<file path="src/include/vlp_defines.svh">
// Constants for the variable latency I/O port controller.
// Assumes inclusion by bare name from the package and the design modules.
`ifndef VLP_DEFINES_SVH
`define VLP_DEFINES_SVH

`define VLP_NUM_CS          6
`define VLP_ADDR_W          26
`define VLP_DATA_W          32
`define VLP_LANES           4
`define VLP_SETUP_LAST      1
`define VLP_RDY_SAMPLE_CYC  1
`define VLP_RDY_OK_LAST     2'h2
`define VLP_MASK_ALL        4'hF
`define VLP_MASK_NONE       4'h0
`define VLP_MASK_HI16       4'hC
`define VLP_STEP32          26'h0000004
`define VLP_STEP16          26'h0000002
`define VLP_CS_IDLE         6'h3F
`define VLP_ADDR_RST        26'h0000000
`define VLP_DATA_RST        32'h00000000
`define VLP_LO16            32'h0000FFFF
`define VLP_BEATS_RST       8'h00

`endif

</file>
<file path="src/include/vlp_pkg.sv">
// Types shared by the variable latency I/O port controller.
// Assumes the defines header is on the include path.
`include "vlp_defines.svh"

package vlp_pkg;

    // Burst command: beats_m1 is the beat count minus one.
    typedef struct packed {
        logic                      write;
        logic                      dma_hold;
        logic [2:0]                cs;
        logic [7:0]                beats_m1;
        logic [`VLP_ADDR_W-1:0]    addr;
    } vlp_cmd_type;

    // One write beat: lane masks and data.
    typedef struct packed {
        logic [`VLP_LANES-1:0]     mask;
        logic [`VLP_DATA_W-1:0]    data;
    } vlp_wbeat_type;

    typedef enum logic [2:0] {
        VLP_IDLE, VLP_SETUP, VLP_STROBE, VLP_LATCH, VLP_HOLD, VLP_GAP, VLP_TAIL
    } vlp_state_type;

endpackage

</file>
<file path="src/rtl/vlp_buf.sv">
// Small FIFO with valid and ready on both sides.
// Assumes one clock, a synchronised active-low reset and a clock enable.
`include "vlp_defines.svh"

module vlp_buf
    import vlp_pkg::*;
#(
    parameter int WIDTH = `VLP_DATA_W,
    parameter int DEPTH = 2
) (
    input  wire logic             clk_i,
    input  wire logic             rst_n_i,
    input  wire logic             en_i,
    input  wire logic             in_valid_i,
    input  wire logic [WIDTH-1:0] in_data_i,
    output logic                  in_ready_o,
    output logic                  out_valid_o,
    output logic [WIDTH-1:0]      out_data_o,
    input  wire logic             out_ready_i
);
    localparam int PW = (DEPTH > 1) ? $clog2(DEPTH) : 1;

    logic [WIDTH-1:0] mem_ff [DEPTH];
    logic [PW-1:0]    wr_ptr_ff;
    logic [PW-1:0]    rd_ptr_ff;
    logic [PW:0]      count_ff;

    wire push = en_i && in_valid_i && in_ready_o;
    wire pop  = en_i && out_valid_o && out_ready_i;

    function automatic logic [PW-1:0] ptr_inc(input logic [PW-1:0] p);
        ptr_inc = (p == PW'(DEPTH - 1)) ? '0 : p + PW'(1);
    endfunction

    assign in_ready_o  = (count_ff != (PW+1)'(DEPTH));
    assign out_valid_o = (count_ff != '0);
    assign out_data_o  = mem_ff[rd_ptr_ff];

    always_ff @(posedge clk_i) begin
        if (push) begin
            mem_ff[wr_ptr_ff] <= in_data_i;
        end
    end

    always_ff @(posedge clk_i or negedge rst_n_i) begin
        if (!rst_n_i) begin
            wr_ptr_ff <= '0;
            rd_ptr_ff <= '0;
            count_ff  <= '0;
        end else begin
            if (push) wr_ptr_ff <= ptr_inc(wr_ptr_ff);
            if (pop) rd_ptr_ff <= ptr_inc(rd_ptr_ff);
            if (push && !pop) count_ff <= count_ff + (PW+1)'(1);
            else if (pop && !push) count_ff <= count_ff - (PW+1)'(1);
        end
    end
endmodule // vlp_buf

</file>
<file path="src/rtl/vlp_port.sv">
// Variable latency I/O port: burst sequencer driving the static memory pins.
// Assumes a command source, a write-beat source and a read-data sink on core_clk_i,
// and a companion chip whose ready pin is asynchronous to it.
`include "vlp_defines.svh"

module vlp_port
    import vlp_pkg::*;
#(
    parameter int CNT_W = 4,
    parameter int BUF_DEPTH = 2
) (
    input  wire logic                             core_clk_i,
    input  wire logic                             rst_n_i,
    input  wire logic                             clk_en_i,
    input  wire logic                             cmd_valid_i,
    input  wire vlp_cmd_type                      cmd_i,
    output logic                                  cmd_ready_o,
    input  wire logic                             wbeat_valid_i,
    input  wire vlp_wbeat_type                    wbeat_i,
    output logic                                  wbeat_ready_o,
    output logic                                  rdata_valid_o,
    output logic [`VLP_DATA_W-1:0]                rdata_o,
    input  wire logic                             rdata_ready_i,
    input  wire logic [`VLP_NUM_CS-1:0][CNT_W-1:0] first_access_strobe_count_i,
    input  wire logic [`VLP_NUM_CS-1:0][CNT_W-1:0] inter_beat_gap_count_i,
    input  wire logic [`VLP_NUM_CS-1:0]           bus_width_32_i,
    input  wire logic                             ready_i,
    output logic [`VLP_NUM_CS-1:0]                static_chip_select_n_o,
    output logic [`VLP_ADDR_W-1:0]                memory_address_bus_o,
    output logic [`VLP_LANES-1:0]                 byte_mask_o,
    output logic                                  read_strobe_n_o,
    output logic                                  io_write_strobe_n_o,
    output logic                                  general_write_enable_n_o,
    output logic                                  transceiver_direction_o,
    input  wire logic [`VLP_DATA_W-1:0]           memory_data_bus_i,
    output logic [`VLP_DATA_W-1:0]                memory_data_bus_o,
    output logic                                  memory_data_bus_oe_o,
    output logic                                  busy_o
);
    localparam int CW = CNT_W + 1;

    // ************************************************************
    // Reset release and ready synchroniser
    // ************************************************************
    logic [1:0] rst_sync_ff;
    wire        rst_n = rst_sync_ff[1];

    always_ff @(posedge core_clk_i or negedge rst_n_i) begin
        if (!rst_n_i) rst_sync_ff <= 2'h0;
        else rst_sync_ff <= {rst_sync_ff[0], 1'b1};
    end

    logic ready_meta_ff;
    logic ready_sync_ff;

    always_ff @(posedge core_clk_i or negedge rst_n) begin
        if (!rst_n) begin
            ready_meta_ff <= 1'b0;
            ready_sync_ff <= 1'b0;
        end else if (clk_en_i) begin
            ready_meta_ff <= ready_i;
            ready_sync_ff <= ready_meta_ff;
        end
    end

    // ************************************************************
    // State and datapath registers
    // ************************************************************
    vlp_state_type          state_ff;
    vlp_state_type          nxt_state;
    vlp_cmd_type            cmd_ff;
    logic [CW-1:0]          phase_cnt_ff;
    logic [CW-1:0]          strobe_cnt_ff;
    logic [1:0]             ok_cnt_ff;
    logic [7:0]             beats_left_ff;
    logic [`VLP_ADDR_W-1:0] addr_ff;
    logic [`VLP_LANES-1:0]  mask_ff;
    logic [`VLP_DATA_W-1:0] wdata_ff;
    logic [`VLP_NUM_CS-1:0] cs_n_ff;
    logic                   rd_strobe_n_ff;
    logic                   wr_strobe_n_ff;
    logic                   dir_ff;
    logic                   strobe_on_ff;
    logic                   buf_in_ready;

    // ************************************************************
    // Decode
    // ************************************************************
    function automatic logic [CNT_W-1:0] region_cnt(
        input logic [`VLP_NUM_CS-1:0][CNT_W-1:0] cnts,
        input logic [2:0]                        cs);
        region_cnt = (cs < 3'(`VLP_NUM_CS)) ? cnts[cs] : '0;
    endfunction

    function automatic logic region_w32(input logic [`VLP_NUM_CS-1:0] w, input logic [2:0] cs);
        region_w32 = (cs < 3'(`VLP_NUM_CS)) ? w[cs] : 1'b1;
    endfunction

    function automatic logic [`VLP_NUM_CS-1:0] cs_decode_n(input logic [2:0] cs);
        cs_decode_n = ~(`VLP_NUM_CS'(1) << cs);
    endfunction

    function automatic logic [`VLP_LANES-1:0] lane_mask(input logic [`VLP_LANES-1:0] m,
                                                        input logic w32);
        lane_mask = w32 ? m : (m | `VLP_MASK_HI16);
    endfunction

    wire vlp_cmd_type cur_cmd = (state_ff == VLP_IDLE) ? cmd_i : cmd_ff;
    wire [CNT_W-1:0]  rdf_sel = region_cnt(first_access_strobe_count_i, cmd_ff.cs);
    wire [CNT_W-1:0]  rdn_sel = region_cnt(inter_beat_gap_count_i, cmd_ff.cs);
    wire              w32_cmd = region_w32(bus_width_32_i, cmd_ff.cs);
    wire              w32_new = region_w32(bus_width_32_i, cmd_i.cs);
    wire              is_wr = cmd_ff.write;
    wire              beat_go = is_wr ? wbeat_valid_i : buf_in_ready;
    wire              accept = clk_en_i && (state_ff == VLP_IDLE) && cmd_valid_i;
    wire              setup_done = (phase_cnt_ff >= CW'(`VLP_SETUP_LAST));
    wire              gap_done = (phase_cnt_ff >= {1'b0, rdn_sel});
    wire              last_beat = (beats_left_ff == `VLP_BEATS_RST);
    wire              min_met = (strobe_cnt_ff >= {1'b0, rdf_sel});
    wire              sample_en = (state_ff == VLP_STROBE) &&
                                  (strobe_cnt_ff >= CW'(`VLP_RDY_SAMPLE_CYC));
    wire              sample_ok = sample_en && ready_sync_ff;
    wire              third_ok = sample_ok && (ok_cnt_ff == `VLP_RDY_OK_LAST);
    wire              start_beat = beat_go &&
                                   (((state_ff == VLP_SETUP) && setup_done) ||
                                    ((state_ff == VLP_GAP) && gap_done));
    wire              buf_push = (state_ff == VLP_LATCH) && !is_wr;
    wire [`VLP_ADDR_W-1:0] addr_step = w32_cmd ? `VLP_STEP32 : `VLP_STEP16;
    wire [`VLP_DATA_W-1:0] rd_capture = w32_cmd ? memory_data_bus_i
                                                : (memory_data_bus_i & `VLP_LO16);
    wire [`VLP_LANES-1:0]  beat_mask = lane_mask(wbeat_i.mask, w32_cmd);

    // ************************************************************
    // Sequencer
    // ************************************************************
    always_comb begin
        nxt_state = state_ff;
        unique case (state_ff)
            VLP_IDLE: begin
                if (cmd_valid_i) nxt_state = VLP_SETUP;
            end
            VLP_SETUP: begin
                if (start_beat) nxt_state = VLP_STROBE;
            end
            VLP_STROBE: begin
                if (third_ok) nxt_state = VLP_LATCH;
            end
            VLP_LATCH: begin
                nxt_state = VLP_HOLD;
            end
            VLP_HOLD: begin
                if (min_met) nxt_state = last_beat ? VLP_TAIL : VLP_GAP;
            end
            VLP_GAP: begin
                if (start_beat) nxt_state = VLP_STROBE;
            end
            VLP_TAIL: begin
                nxt_state = VLP_IDLE;
            end
        endcase
    end

    wire nxt_cs_on = (nxt_state != VLP_IDLE);
    wire nxt_strobe_on = (nxt_state == VLP_STROBE) || (nxt_state == VLP_LATCH) ||
                         (nxt_state == VLP_HOLD);
    wire [`VLP_LANES-1:0] nxt_mask = accept ? `VLP_MASK_NONE :
                                     (start_beat && is_wr) ? beat_mask :
                                     (nxt_state == VLP_IDLE) ? `VLP_MASK_NONE : mask_ff;
    wire nxt_wr_suppress = (nxt_mask == `VLP_MASK_ALL);

    always_ff @(posedge core_clk_i or negedge rst_n) begin
        if (!rst_n) begin
            state_ff      <= VLP_IDLE;
            phase_cnt_ff  <= '0;
            strobe_cnt_ff <= '0;
            ok_cnt_ff     <= 2'h0;
            beats_left_ff <= `VLP_BEATS_RST;
        end else if (clk_en_i) begin
            state_ff <= nxt_state;
            if (accept || (state_ff == VLP_HOLD)) phase_cnt_ff <= '0;
            else if (phase_cnt_ff != '1) phase_cnt_ff <= phase_cnt_ff + CW'(1);
            if (start_beat) begin
                strobe_cnt_ff <= '0;
                ok_cnt_ff     <= 2'h0;
            end else begin
                if (strobe_cnt_ff != '1) strobe_cnt_ff <= strobe_cnt_ff + CW'(1);
                if (sample_ok && (ok_cnt_ff != 2'h3)) ok_cnt_ff <= ok_cnt_ff + 2'h1;
            end
            if (accept) beats_left_ff <= cmd_i.beats_m1;
            else if ((state_ff == VLP_HOLD) && min_met && !last_beat) begin
                beats_left_ff <= beats_left_ff - 8'h01;
            end
        end
    end

    // ************************************************************
    // Pin registers
    // ************************************************************
    always_ff @(posedge core_clk_i or negedge rst_n) begin
        if (!rst_n) begin
            cmd_ff         <= '0;
            addr_ff        <= `VLP_ADDR_RST;
            wdata_ff       <= `VLP_DATA_RST;
            mask_ff        <= `VLP_MASK_NONE;
            cs_n_ff        <= `VLP_CS_IDLE;
            rd_strobe_n_ff <= 1'b1;
            wr_strobe_n_ff <= 1'b1;
            dir_ff         <= 1'b1;
            strobe_on_ff   <= 1'b0;
        end else if (clk_en_i) begin
            if (accept) begin
                cmd_ff  <= cmd_i;
                addr_ff <= cmd_i.addr;
            end else if ((state_ff == VLP_GAP) && (phase_cnt_ff == '0) && !cmd_ff.dma_hold) begin
                addr_ff <= addr_ff + addr_step;
            end
            if (start_beat && is_wr) wdata_ff <= wbeat_i.data;
            mask_ff        <= nxt_mask;
            cs_n_ff        <= nxt_cs_on ? cs_decode_n(cur_cmd.cs) : `VLP_CS_IDLE;
            strobe_on_ff   <= nxt_strobe_on;
            rd_strobe_n_ff <= !(nxt_strobe_on && !cur_cmd.write);
            wr_strobe_n_ff <= !(nxt_strobe_on && cur_cmd.write && !nxt_wr_suppress);
            dir_ff         <= !(nxt_cs_on && cur_cmd.write);
        end
    end

    // ************************************************************
    // Read data buffer
    // ************************************************************
    vlp_buf #(
        .WIDTH (`VLP_DATA_W),
        .DEPTH (BUF_DEPTH)
    ) u_rd_buf (
        .clk_i       (core_clk_i),
        .rst_n_i     (rst_n),
        .en_i        (clk_en_i),
        .in_valid_i  (buf_push),
        .in_data_i   (rd_capture),
        .in_ready_o  (buf_in_ready),
        .out_valid_o (rdata_valid_o),
        .out_data_o  (rdata_o),
        .out_ready_i (rdata_ready_i)
    );

    // ************************************************************
    // Outputs
    // ************************************************************
    assign cmd_ready_o              = clk_en_i && (state_ff == VLP_IDLE);
    assign wbeat_ready_o            = clk_en_i && start_beat && is_wr;
    assign static_chip_select_n_o   = cs_n_ff;
    assign memory_address_bus_o     = addr_ff;
    assign byte_mask_o              = mask_ff;
    assign read_strobe_n_o          = rd_strobe_n_ff;
    assign io_write_strobe_n_o      = wr_strobe_n_ff;
    assign general_write_enable_n_o = 1'b1;
    assign transceiver_direction_o  = dir_ff;
    assign memory_data_bus_o        = wdata_ff;
    assign memory_data_bus_oe_o     = !dir_ff;
    assign busy_o                   = (state_ff != VLP_IDLE);

    wire cs_on = (cs_n_ff != `VLP_CS_IDLE);
endmodule // vlp_port

</file>
<file path="config.mk">
export PLATFORM = sky130hd
export DESIGN_NAME = vlp_port
export DESIGN_NICKNAME = d
export VERILOG_FILES = /design/src/include/vlp_pkg.sv /design/src/rtl/vlp_buf.sv /design/src/rtl/vlp_port.sv
export VERILOG_INCLUDE_DIRS = /design/src /design/src/include
export SDC_FILE = /design/constraint.sdc
export NUM_CORES = 1
export LEC_CHECK = 0
export ABC_AREA = 1
export BUFFER_PORTS_ARGS = -buffer_cell sky130_fd_sc_hd__buf_2
export CAP_MARGIN = 25
export CELL_PAD_IN_SITES_DETAIL_PLACEMENT = 0
export CELL_PAD_IN_SITES_GLOBAL_PLACEMENT = 1
export CORE_UTILIZATION = 37
export DETAILED_ROUTE_END_ITERATION = 6
export PLACE_DENSITY_LB_ADDON = 0.1
export SYNTH_ARGS = -nofsm -noshare
export SYNTH_HDL_FRONTEND = slang
export SYNTH_SLANG_ARGS = --single-unit
</file>
<file path="constraint.sdc">
create_clock -name core_clk_i -period 4.5 [get_ports core_clk_i]
set_clock_uncertainty 0.2 [all_clocks]
set_input_delay 0.225 -clock core_clk_i [delete_from_list [all_inputs] [get_ports core_clk_i]]
set_output_delay 0.225 -clock core_clk_i [all_outputs]
set_load 0.005 [all_outputs]
</file>
# Yosys cells after proc, flatten, opt, wreduce, memory -nomap -nowiden
# Memory sizes are Yosys's and may differ from the RTL's.
# Cells that the tools add are included.
# totals
reg_bits	141
ram_bits	64
out_inout_bits	109
wordCells	159
memories	1
# op_classes
n_addsub	9
order_cmp	6
n_eq_ne	15
n_shift	1
n_mux	40
n_bitwise	1
reduce_logical	63
# memory_table
name	depth	width	read_ports	rd_ports_with_merged_regs	write_ports	line	text
u_rd_buf.mem_ff	2	32	1	0	1	vlp_buf.sv:23	logic [WIDTH-1:0] mem_ff [DEPTH];
# op_table
op	n
two-way mux 26 bit	2
two-way mux 39 bit	1
two-way mux 32 bit	1
two-way mux 4 bit	8
logical AND 1 bit	27
adder 26 x 3 -> 26 bit	1
binary-select mux 4 bit (select 3 bit)	2
two-way mux 5 bit	4
case mux 3 bit (6 select lines)	1
two-way mux 8 bit	2
two-way mux 3 bit	5
AND reduction 2 bit	7
nonzero test 2 bit	7
equality test 3 x 2 -> 1 bit (second input constant)	4
equality test 3 bit (second input constant)	4
logical NOT 1 bit	11
adder 5 x 1 -> 5 bit (second input constant)	2
>= comparator 5 x 1 -> 1 bit (second input constant)	2
>= comparator 5 x 4 -> 1 bit	2
two-way mux 2 bit	5
!= test 5 bit (second input constant)	2
logical NOT 8 bit	1
subtractor 8 x 1 -> 8 bit (second input constant)	1
two-way mux 1 bit	7
18 further kinds	26

# Longest topological paths before layout
# Gate-level depths: netlist of the first run.
# depth
ltp_word	17
ltp_mapped	25
mapped_depth_nobuf	23

# By module
# Synthesis of the first run repeated with hierarchy kept, for this count alone.
# hier_totals
cells_unflattened	1062
hier_area_um2	8962.3
# modules_own_cells
mod	n_inst	cells_per_inst	area_per_inst_um2	seq_area_each_um2
vlp_port	1	863	6378.6	2588.7
vlp_buf	1	199	2583.7	2021.9

# Worst setup path after synthesis of the first run
# OpenSTA, ideal clock, no wires.
# synth_path
path_type	register to register
from	reg cmd_ff[34] (netlist bit)
to	reg addr_ff[22], in the netlist memory_address_bus_o[22]
setup_time_ns	0.129
arrival_time_ns	2.898
required_time_ns	4.171
slack_ns	1.273
stages_incl_launch_ff	24
path_cell_list	dfrtp_1 -> buf_2 -> inv_1 -> buf_2 -> nand2_1 -> a32o_1 -> nand2_1 -> nand2_1 -> buf_4 -> clkbuf_1 -> inv_1 -> ha_1 -> nand2_1 -> o21ai_2 -> nand2_2 -> nor2_2 -> nand2_2 -> nor3_4 -> nand2_2 -> nor2_4 -> nand2_1 -> xor2_1 -> nor2_1 -> o22ai_1
# synth_via
elab_chain_len	7
# synth_lines
item	line	text
start, declared	vlp_port.sv:71	vlp_cmd_type cmd_ff;
start signal, assigned	vlp_port.sv:212	cmd_ff <= cmd_i;
binary-select mux 1 bit (select 3 bit)	vlp_port.sv:96	region_w32 = (cs < 3'(`VLP_NUM_CS)) ? w[cs] : 1'b1;
two-way mux 1 bit (not written as such)	vlp_port.sv:96	
two-way mux 1 bit *	vlp_port.sv:96	
two-way mux 3 bit (no line) *	-	
adder 26 x 3 -> 26 bit *	vlp_port.sv:215	addr_ff <= addr_ff + addr_step;
two-way mux 26 bit *	vlp_port.sv:214	end else if ((state_ff == VLP_GAP) && (phase_cnt_ff == '0) && !cmd_ff.dma_hold) begin
two-way mux 26 bit *	vlp_port.sv:211	if (accept) begin
end signal, assigned	vlp_port.sv:202	addr_ff <= `VLP_ADDR_RST;
end signal, assigned	vlp_port.sv:213	addr_ff <= cmd_i.addr;
end signal, assigned	vlp_port.sv:215	
end, declared	vlp_port.sv:76	logic [`VLP_ADDR_W-1:0] addr_ff;
# Every way passes the cells marked *; elsewhere a longest branch is shown, timed or not. The select of a mux whose other input is x is not followed.
# A chain may end at the register's enable or synchronous reset.

# Worst setup path after layout of the first run
# layout_path
from	reg cmd_ff[35] (netlist bit)
to	out wbeat_ready_o
# layout_via
elab_chain_len	9
# layout_lines
item	line	text
binary-select mux 4 bit (select 3 bit)	vlp_port.sv:92	region_cnt = (cs < 3'(`VLP_NUM_CS)) ? cnts[cs] : '0;
two-way mux 4 bit (not written as such)	vlp_port.sv:92	
two-way mux 4 bit *	vlp_port.sv:92	
>= comparator 5 x 4 -> 1 bit *	vlp_port.sv:117	wire gap_done = (phase_cnt_ff >= {1'b0, rdn_sel});
logical AND 1 bit *	vlp_port.sv:126	((state_ff == VLP_GAP) && gap_done));
logical OR 1 bit *	vlp_port.sv:125	(((state_ff == VLP_SETUP) && setup_done) ||
logical AND 1 bit *	vlp_port.sv:124	wire start_beat = beat_go &&
logical AND 1 bit * (2 in a row)	vlp_port.sv:249	assign wbeat_ready_o = clk_en_i && start_beat && is_wr;
end, declared	vlp_port.sv:20	output logic wbeat_ready_o,
# Marked as above.

==> results of run 1 <==
[per-stage QoR]
| stage | instances | cell area (sq um) | total power, mW |
|---|---|---|---|
| 3_3_place_gp | 1615 | 10400 | 5.53 |
| 2_1_floorplan | 1053 | 8780 | 4.47 |
| 4_1_cts | 1757 | 12100 | 7.11 |
| 3_5_place_dp | 1615 | 10400 | 5.55 |
| 6_report | 1762 | 12200 | 7.06 |
| 5_1_grt | 1762 | 12200 | 7.71 |
[worst max-delay path, cell delays in order (launching register included)]
cell and delay, ps:
dfrtp_1 550, inv_1 350, o21ai_0 140, o22ai_1 160, a21oi_1 90, ha_1 300
nand2_1 50, inv_1 40, nand2_1 40, nand2_1 50, nand2_1 40, nand2_1 120
nand2_4 110, nor2_4 150, inv_2 90, nor2_4 330, buf_2 200
[where the power goes]
group	switching (mW)	internal [mW]	total, mW
clock	0.668	0.789	1.46
combinational	1.85	1.24	3.09
sequential	0.393	2.12	2.52
total	2.92	4.15	7.06
[cell families (layout without fill, tap and decap cells)]
family,Yosys count,in the layout,synth area share
AND/OR/NAND/NOR,532,532,0.250
flip-flops,171,171,0.525
AO/OA/AOI/OAI,158,158,0.104
buffers and inverters,149,539,0.0694
adder cells (fa/ha/maj),22,22,0.0322
XOR/XNOR,19,19,0.0190
other,1,2,0.000427
[flip-flops by register name (all words and copies together) (netlist names), 2 cells and up]
register / flops
u_rd_buf.mem_ff: 64
phase_cnt_ff: 5
memory_address_bus_o: 26
static_chip_select_n_o: 6
ok_cnt_ff: 2
strobe_cnt_ff: 5
memory_data_bus_o: 32
state_ff: 3
cmd_ff: 4
byte_mask_o: 4
u_rd_buf.count_ff: 2
rst_sync_ff: 2
beats_left_ff: 8
[path summary, 6_finish.rpt]
kind | endpoint | slack [ps] | cells after the start
setup / recovery | wbeat_ready_o | 830 | 16
hold / removal | byte_mask_o[0] | 70 | 4
setup reg to reg | memory_data_bus_o[29] | 1030 | 18
hold reg to reg | static_chip_select_n_o[4] | 140 | 0
max in group asynchronous | read_strobe_n_o | 3080 | 2
min in group asynchronous | static_chip_select_n_o[4] | 140 | 0
[synthesized netlist by cell type (9+ instances only)]
library cell    n  area share
a21oi_1        31       0.018
a31oi_1        13      0.0093
buf_2          13      0.0074
clkbuf_1       21      0.0090
dfrtp_1        98        0.28
dfstp_2         9       0.027
edfxtp_1       64        0.22
ha_1           21       0.030
inv_1          96       0.041
nand2_1       331        0.14
nand3_1        27       0.015
nand4_1         9      0.0064
nor2_1        119       0.051
nor3_1         18       0.010
o21ai_0        68       0.039
o22ai_1        18       0.013
xor2_1         17       0.017
[cell type report]
cell class                 instances  area (sq um)
clock inverter                    14           158
sequential                       171          4610
inverter                         106           398
clock buffer                      18           429
multi-input combinational        733          3580
tap                              319           399
fill                            2311         11200
timing repair buffer             401          2670
[routing by layer]
layer	up-vias	wire length (um)	GRT usage
li1	4182	-	-
met1	3778	11100	0.258
met2	212	11800	0.345
met3	26	895	0.0331
met4	0	463	0.0719
met5	-	0	0
[what timing repair did]
action	in CTS	in global routing
hold endpoints to repair	143	3
hold buffers	110	1
buffers inserted	0	0
==> summary.txt, run 1 <==
CTS
  • Clk slew on worst S/H paths: 80 ps
  • TritonCTS Buffers: 17
  • Clock latency on the worst-skew pair: 430 ps
  • TritonCTS clock tree: yes
  • Post_cts resized: 0
  • H-tree levels: 4
  • Clk root buf: clkbuf_16
  • Clk sinks: 171
  • CTS Buffer Depth: 2

Timing
  • Final TNS setup: 0 ps
  • Slew HR: 0.595
  • Post-route minimum period: 3670 ps
  • Unrepaired setup endpoints after global routing: no
  • Fmax: 273 MHz
  • PnR worst setup slack: 831 ps
  • Final cycle utilization of the critical path: 0.815
  • Worst-Margin Slew: 606 ps
  • Final Slew Violations: 0
  • Hold Fails Final Rpt: 0
  • Count of final setup violators: 0
  • Hold Slack: 67.8 ps

Synthesis
  • Yosys Warn Count: 0
  • Netlist cell types: 49
  • Register area share after synthesis: 0.525
  • Post-Syn Area: 0.00878 sq mm
  • Ys async rst share: 0.626
  • Mapped Cells: 1,052
  • Mean cell area of the mapped netlist: 8.35 sq um
  • Synth Register Bits: 171
  • EDFF count, synth: 64
  • Top FF cell, synth: dfrtp_1

Routing
  • Routed vias/inst: 4.65
  • DRC Markers: 0
  • Total number of vias: 8,198
  • WL final: 24.3 mm
  • Initial DRC count: 396
  • WL/cell: 13.8 um
  • First-pass DRT Iterations: 5
  • Routed Antenna Nets: 0

Die
  • Die ar.: 0.0243 sq mm
  • Site Rows: 56
  • Die W: 156 um
  • Die Y: 156 um
  • Starting density of the core: 0.375
  • IO Pins: 277
  • Core Region: 0.0234 sq mm

Min path
  • Min-delay src: clk_en_i
  • Worst min path class: primary input to flip-flop

Critical path
  • CP required: 4070 ps
  • Crit. End Element: output pin
  • CP Class: flip-flop to output pin
  • Critical Path AT: 3240 ps
  • Reg2reg start: cmd_ff[35]
  • Startpoint type of the worst setup path: flip-flop
  • Origin of the worst setup path: cmd_ff[35]
  • Peak fanout along the critical path: 17

Global route
  • Vias in the first global route: 8,042
  • Largest net degree at the start of global routing: 69
  • Gr ovfl total: 0
  • Global Route Usage Sum: 0.202
  • Global-route wire length before repair: 39.0 mm
  • Antenna violations before repair: 0

Finish
  • Area Growth Syn to Fin: 39.4%
  • Fin util: 0.523
  • Layout Nets: 1,620
  • ANT cells: 0
  • Share of layout cells above drive strength 1: 0.255
  • Most frequent cells in the layout: nand2_1, buf_2, nor2_1
  • Most common cell after layout, fill and taps aside: nand2_1

Place
  • Pre-CTS WS: 1010 ps
  • HPWL after DPL: 16.2 mm
  • IO Port Bufs: 275
  • Routability congestion estimate: 0.787

Job
  • Max cap viols: 0

Power
  • Power per cell area: 577 mW/mm^2
  • Maximum vdd drop: 221 uV
  • Leak: 6.05 nW

Status
  • Status: complete, no violations
(Power assumes the default switching activity.)
==> inputs of run 2 (changes only) <==
CORE_UTILIZATION = 34   (was 37)
clock period = 3.2 ns   (was 4.5 ns; I/O delays follow)
==> summary.txt, run 2 (synthesis gave the netlist of run 1 again) <==
Critical path
  • Worst r2r dst: memory_address_bus_o[18]
  • Crit. End Element: output pin
  • CP Class: flip-flop to output pin
  • Reg2reg start: cmd_ff[34]
  • CP required: 2840 ps (-1230 ps)
  • Startpoint type of the worst setup path: flip-flop
  • Critical Path AT: 2760 ps (-480 ps)
  • Register-to-Register Setup Slack: 150 ps (-880 ps)
  • Peak fanout along the critical path: 6 (-11)
  • R2R cell count: 21 (+3)

Finish
  • Biggest register: u_rd_buf.mem_ff
  • Fill cells: 2,519 (+9.0%)
  • Multi-input gate area: 0.00367 sq mm (+2.7%)
  • Area Growth Syn to Fin: 43.1%
  • Most frequent cells in the layout: nand2_1, buf_2, nor2_1
  • Share of layout cells above drive strength 1: 0.283 (+0.0278)
  • Sequential cell area: 0.00461 sq mm (unchanged)
  • Max reg flops: 64 (unchanged)
  • Finished Cell Area: 0.0126 sq mm (+2.7%)
  • Layout Nets: 1,648 (+1.7%)
  • Most common cell after layout, fill and taps aside: nand2_1
  • Fin util: 0.498 (-0.0255)
  • Layout Cells excl Fill: 1,802 (+2.3%)

Routing
  • Total number of vias: 8,162 (-0.44%)
  • Routed Antenna Nets: 0 (unchanged)
  • Uppermost layer routed: met4
  • Met3 WL: 1.27 mm (+41%)
  • Routed length on met1: 11.3 mm (+2.5%)
  • WL final: 25.1 mm (+3.4%)
  • WL/cell: 13.9 um (+1.1%)
  • Routed wire length on met2: 12.1 mm (+2.5%)
  • Initial DRC count: 386 (-2.5%)
  • DRC Markers: 0 (unchanged)
  • Routed vias/inst: 4.53 (-2.6%)
  • First-pass DRT Iterations: 4 (-1)

Global route
  • Antenna violations before repair: 1 (+1)
  • Gr ovfl total: 0 (unchanged)
  • Vias in the first global route: 8,065 (+0.29%)
  • Global-route wire length before repair: 39.9 mm (+2.2%)
  • Largest net degree at the start of global routing: 47 (-32%)
  • Global Route Usage Sum: 0.191 (-0.0110)

Place
  • Placed Instances: 1,643 (+1.7%)
  • Routability congestion estimate: 0.784 (-0.34%)
  • Post-DP Area: 0.0106 sq mm (+1.7%)
  • HPWL after DPL: 17.4 mm (+7.6%)
  • Pre-CTS WS: 134 ps (-874 ps)
  • IO Port Bufs: 275 (unchanged)

Die
  • Die W: 163 um (+4.3%)
  • Die ar.: 0.0265 sq mm (+8.7%)
  • Starting density of the core: 0.348 (-0.0275)
  • Site Rows: 58 (+3.6%)
  • Core Region: 0.0253 sq mm (+7.9%)
  • Die Y: 163 um (+4.3%)
  • IO Pins: 277 (unchanged)

Power
  • Leak: 6.19 nW (+2.4%)
  • Maximum vdd drop: 322 uV (+45%)
  • Power per cell area: 823 mW/mm^2 (+43%)

Timing
  • PnR worst setup slack: 80.1 ps (-751 ps)
  • Unrepaired setup endpoints after global routing: yes
  • Worst-Margin Slew: 687 ps (+81.8 ps)
  • Fmax: 321 MHz
  • Count of final setup violators: 0 (unchanged)
  • Final TNS setup: 0 ps (unchanged)
  • Hold Fails Final Rpt: 0 (unchanged)
  • Post-route minimum period: 3120 ps
  • Slew HR: 0.542 (-0.0531)
  • Final cycle utilization of the critical path: 0.975
  • Final Slew Violations: 0 (unchanged)

CTS
  • Clk sinks: 171 (unchanged)
  • TritonCTS clock tree: yes
  • H-tree levels: 4 (unchanged)
  • Clock latency on the worst-skew pair: 430 ps (about the same)
  • Clk root buf: clkbuf_16
  • TritonCTS Buffers: 17 (unchanged)
  • CTS Buffer Depth: 2 (unchanged)
  • Clk slew on worst S/H paths: 80 ps (about the same)

Status
  • Status: complete, no violations

Min path
  • Min-delay src: clk_en_i
  • Worst min path class: primary input to flip-flop
  • WHS Endpoint: static_chip_select_n_o[1]
  • Hold Path Cell Cnt: 4 (unchanged)

Job
  • Max cap viols: 0 (unchanged)
## run 2: layout make-up
| class | instances | area share |
|---|---|---|
| Tap cell | 330 | 0.0329 |
| Inverter | 106 | 0.0320 |
| Timing Repair Buffer | 429 | 0.228 |
| Antenna cell | 1 | 0.000199 |
| Clock buffer | 17 | 0.0339 |
| Sequential cell | 171 | 0.367 |
| Clock inverter | 15 | 0.0131 |
| Multi-Input combinational cell | 733 | 0.292 |
## run 2: power breakdown
part | switching [mW] | internal (mW) | leakage [nW]
Sequential | 0.550 | 2.98 | 1.88
Combinational | 2.76 | 1.97 | 4.03
Clock | 1.02 | 1.05 | 0.287
## run 2: per-stage QoR
stage	power (mW)	hold slack (ps)
floorplan	6.29	-336
detailed placement	7.99	-252
global route	11.3	19.9
finish	10.3	10.3
global placement	7.91	-253
CTS	10.3	1.58
## run 2: worst max-delay path by stage
stage               startpoint                  endpoint  cells after the start
floorplan           cmd_ff[34]  memory_address_bus_o[22]                     23
detailed placement  cmd_ff[34]  memory_address_bus_o[19]                     16
global placement    cmd_ff[34]     memory_data_bus_o[12]                     18
finish              cmd_ff[34]             wbeat_ready_o                     20
CTS                 cmd_ff[34]             wbeat_ready_o                     18
global route        cmd_ff[34]             wbeat_ready_o                     20
## run 2: critical path: stages, from the launching register on
cell     delay, ps
dfrtp_1        400
inv_2           60
buf_6          130
buf_6          120
o21ai_4        130
o22ai_1         90
nand2_1         80
o31ai_2         70
ha_1           280
inv_1           30
nand2_1         50
nand2_1         50
nand2_1         60
nand2_1         70
nand2_2         90
nand2_4         80
nor2_4         130
inv_4           70
nor2_4         150
buf_8          120
buf_6           80
## run 2: metal layers
layer	track usage	vias to the layer above
li1	-	4238
met4	0.0514	0
met5	0	-
met2	0.324	202
met1	0.247	3698
met3	0.0390	24
## run 2: repair_timing
item / 4_1_cts / 5_1_grt
hold buffers: 111 / 0
hold endpoints to repair: 146 / 0
gates resized for setup: 8 / 29
setup endpoints to repair: 1 / 50
setup buffers: 3 / 12
pin swaps: 1 / 12
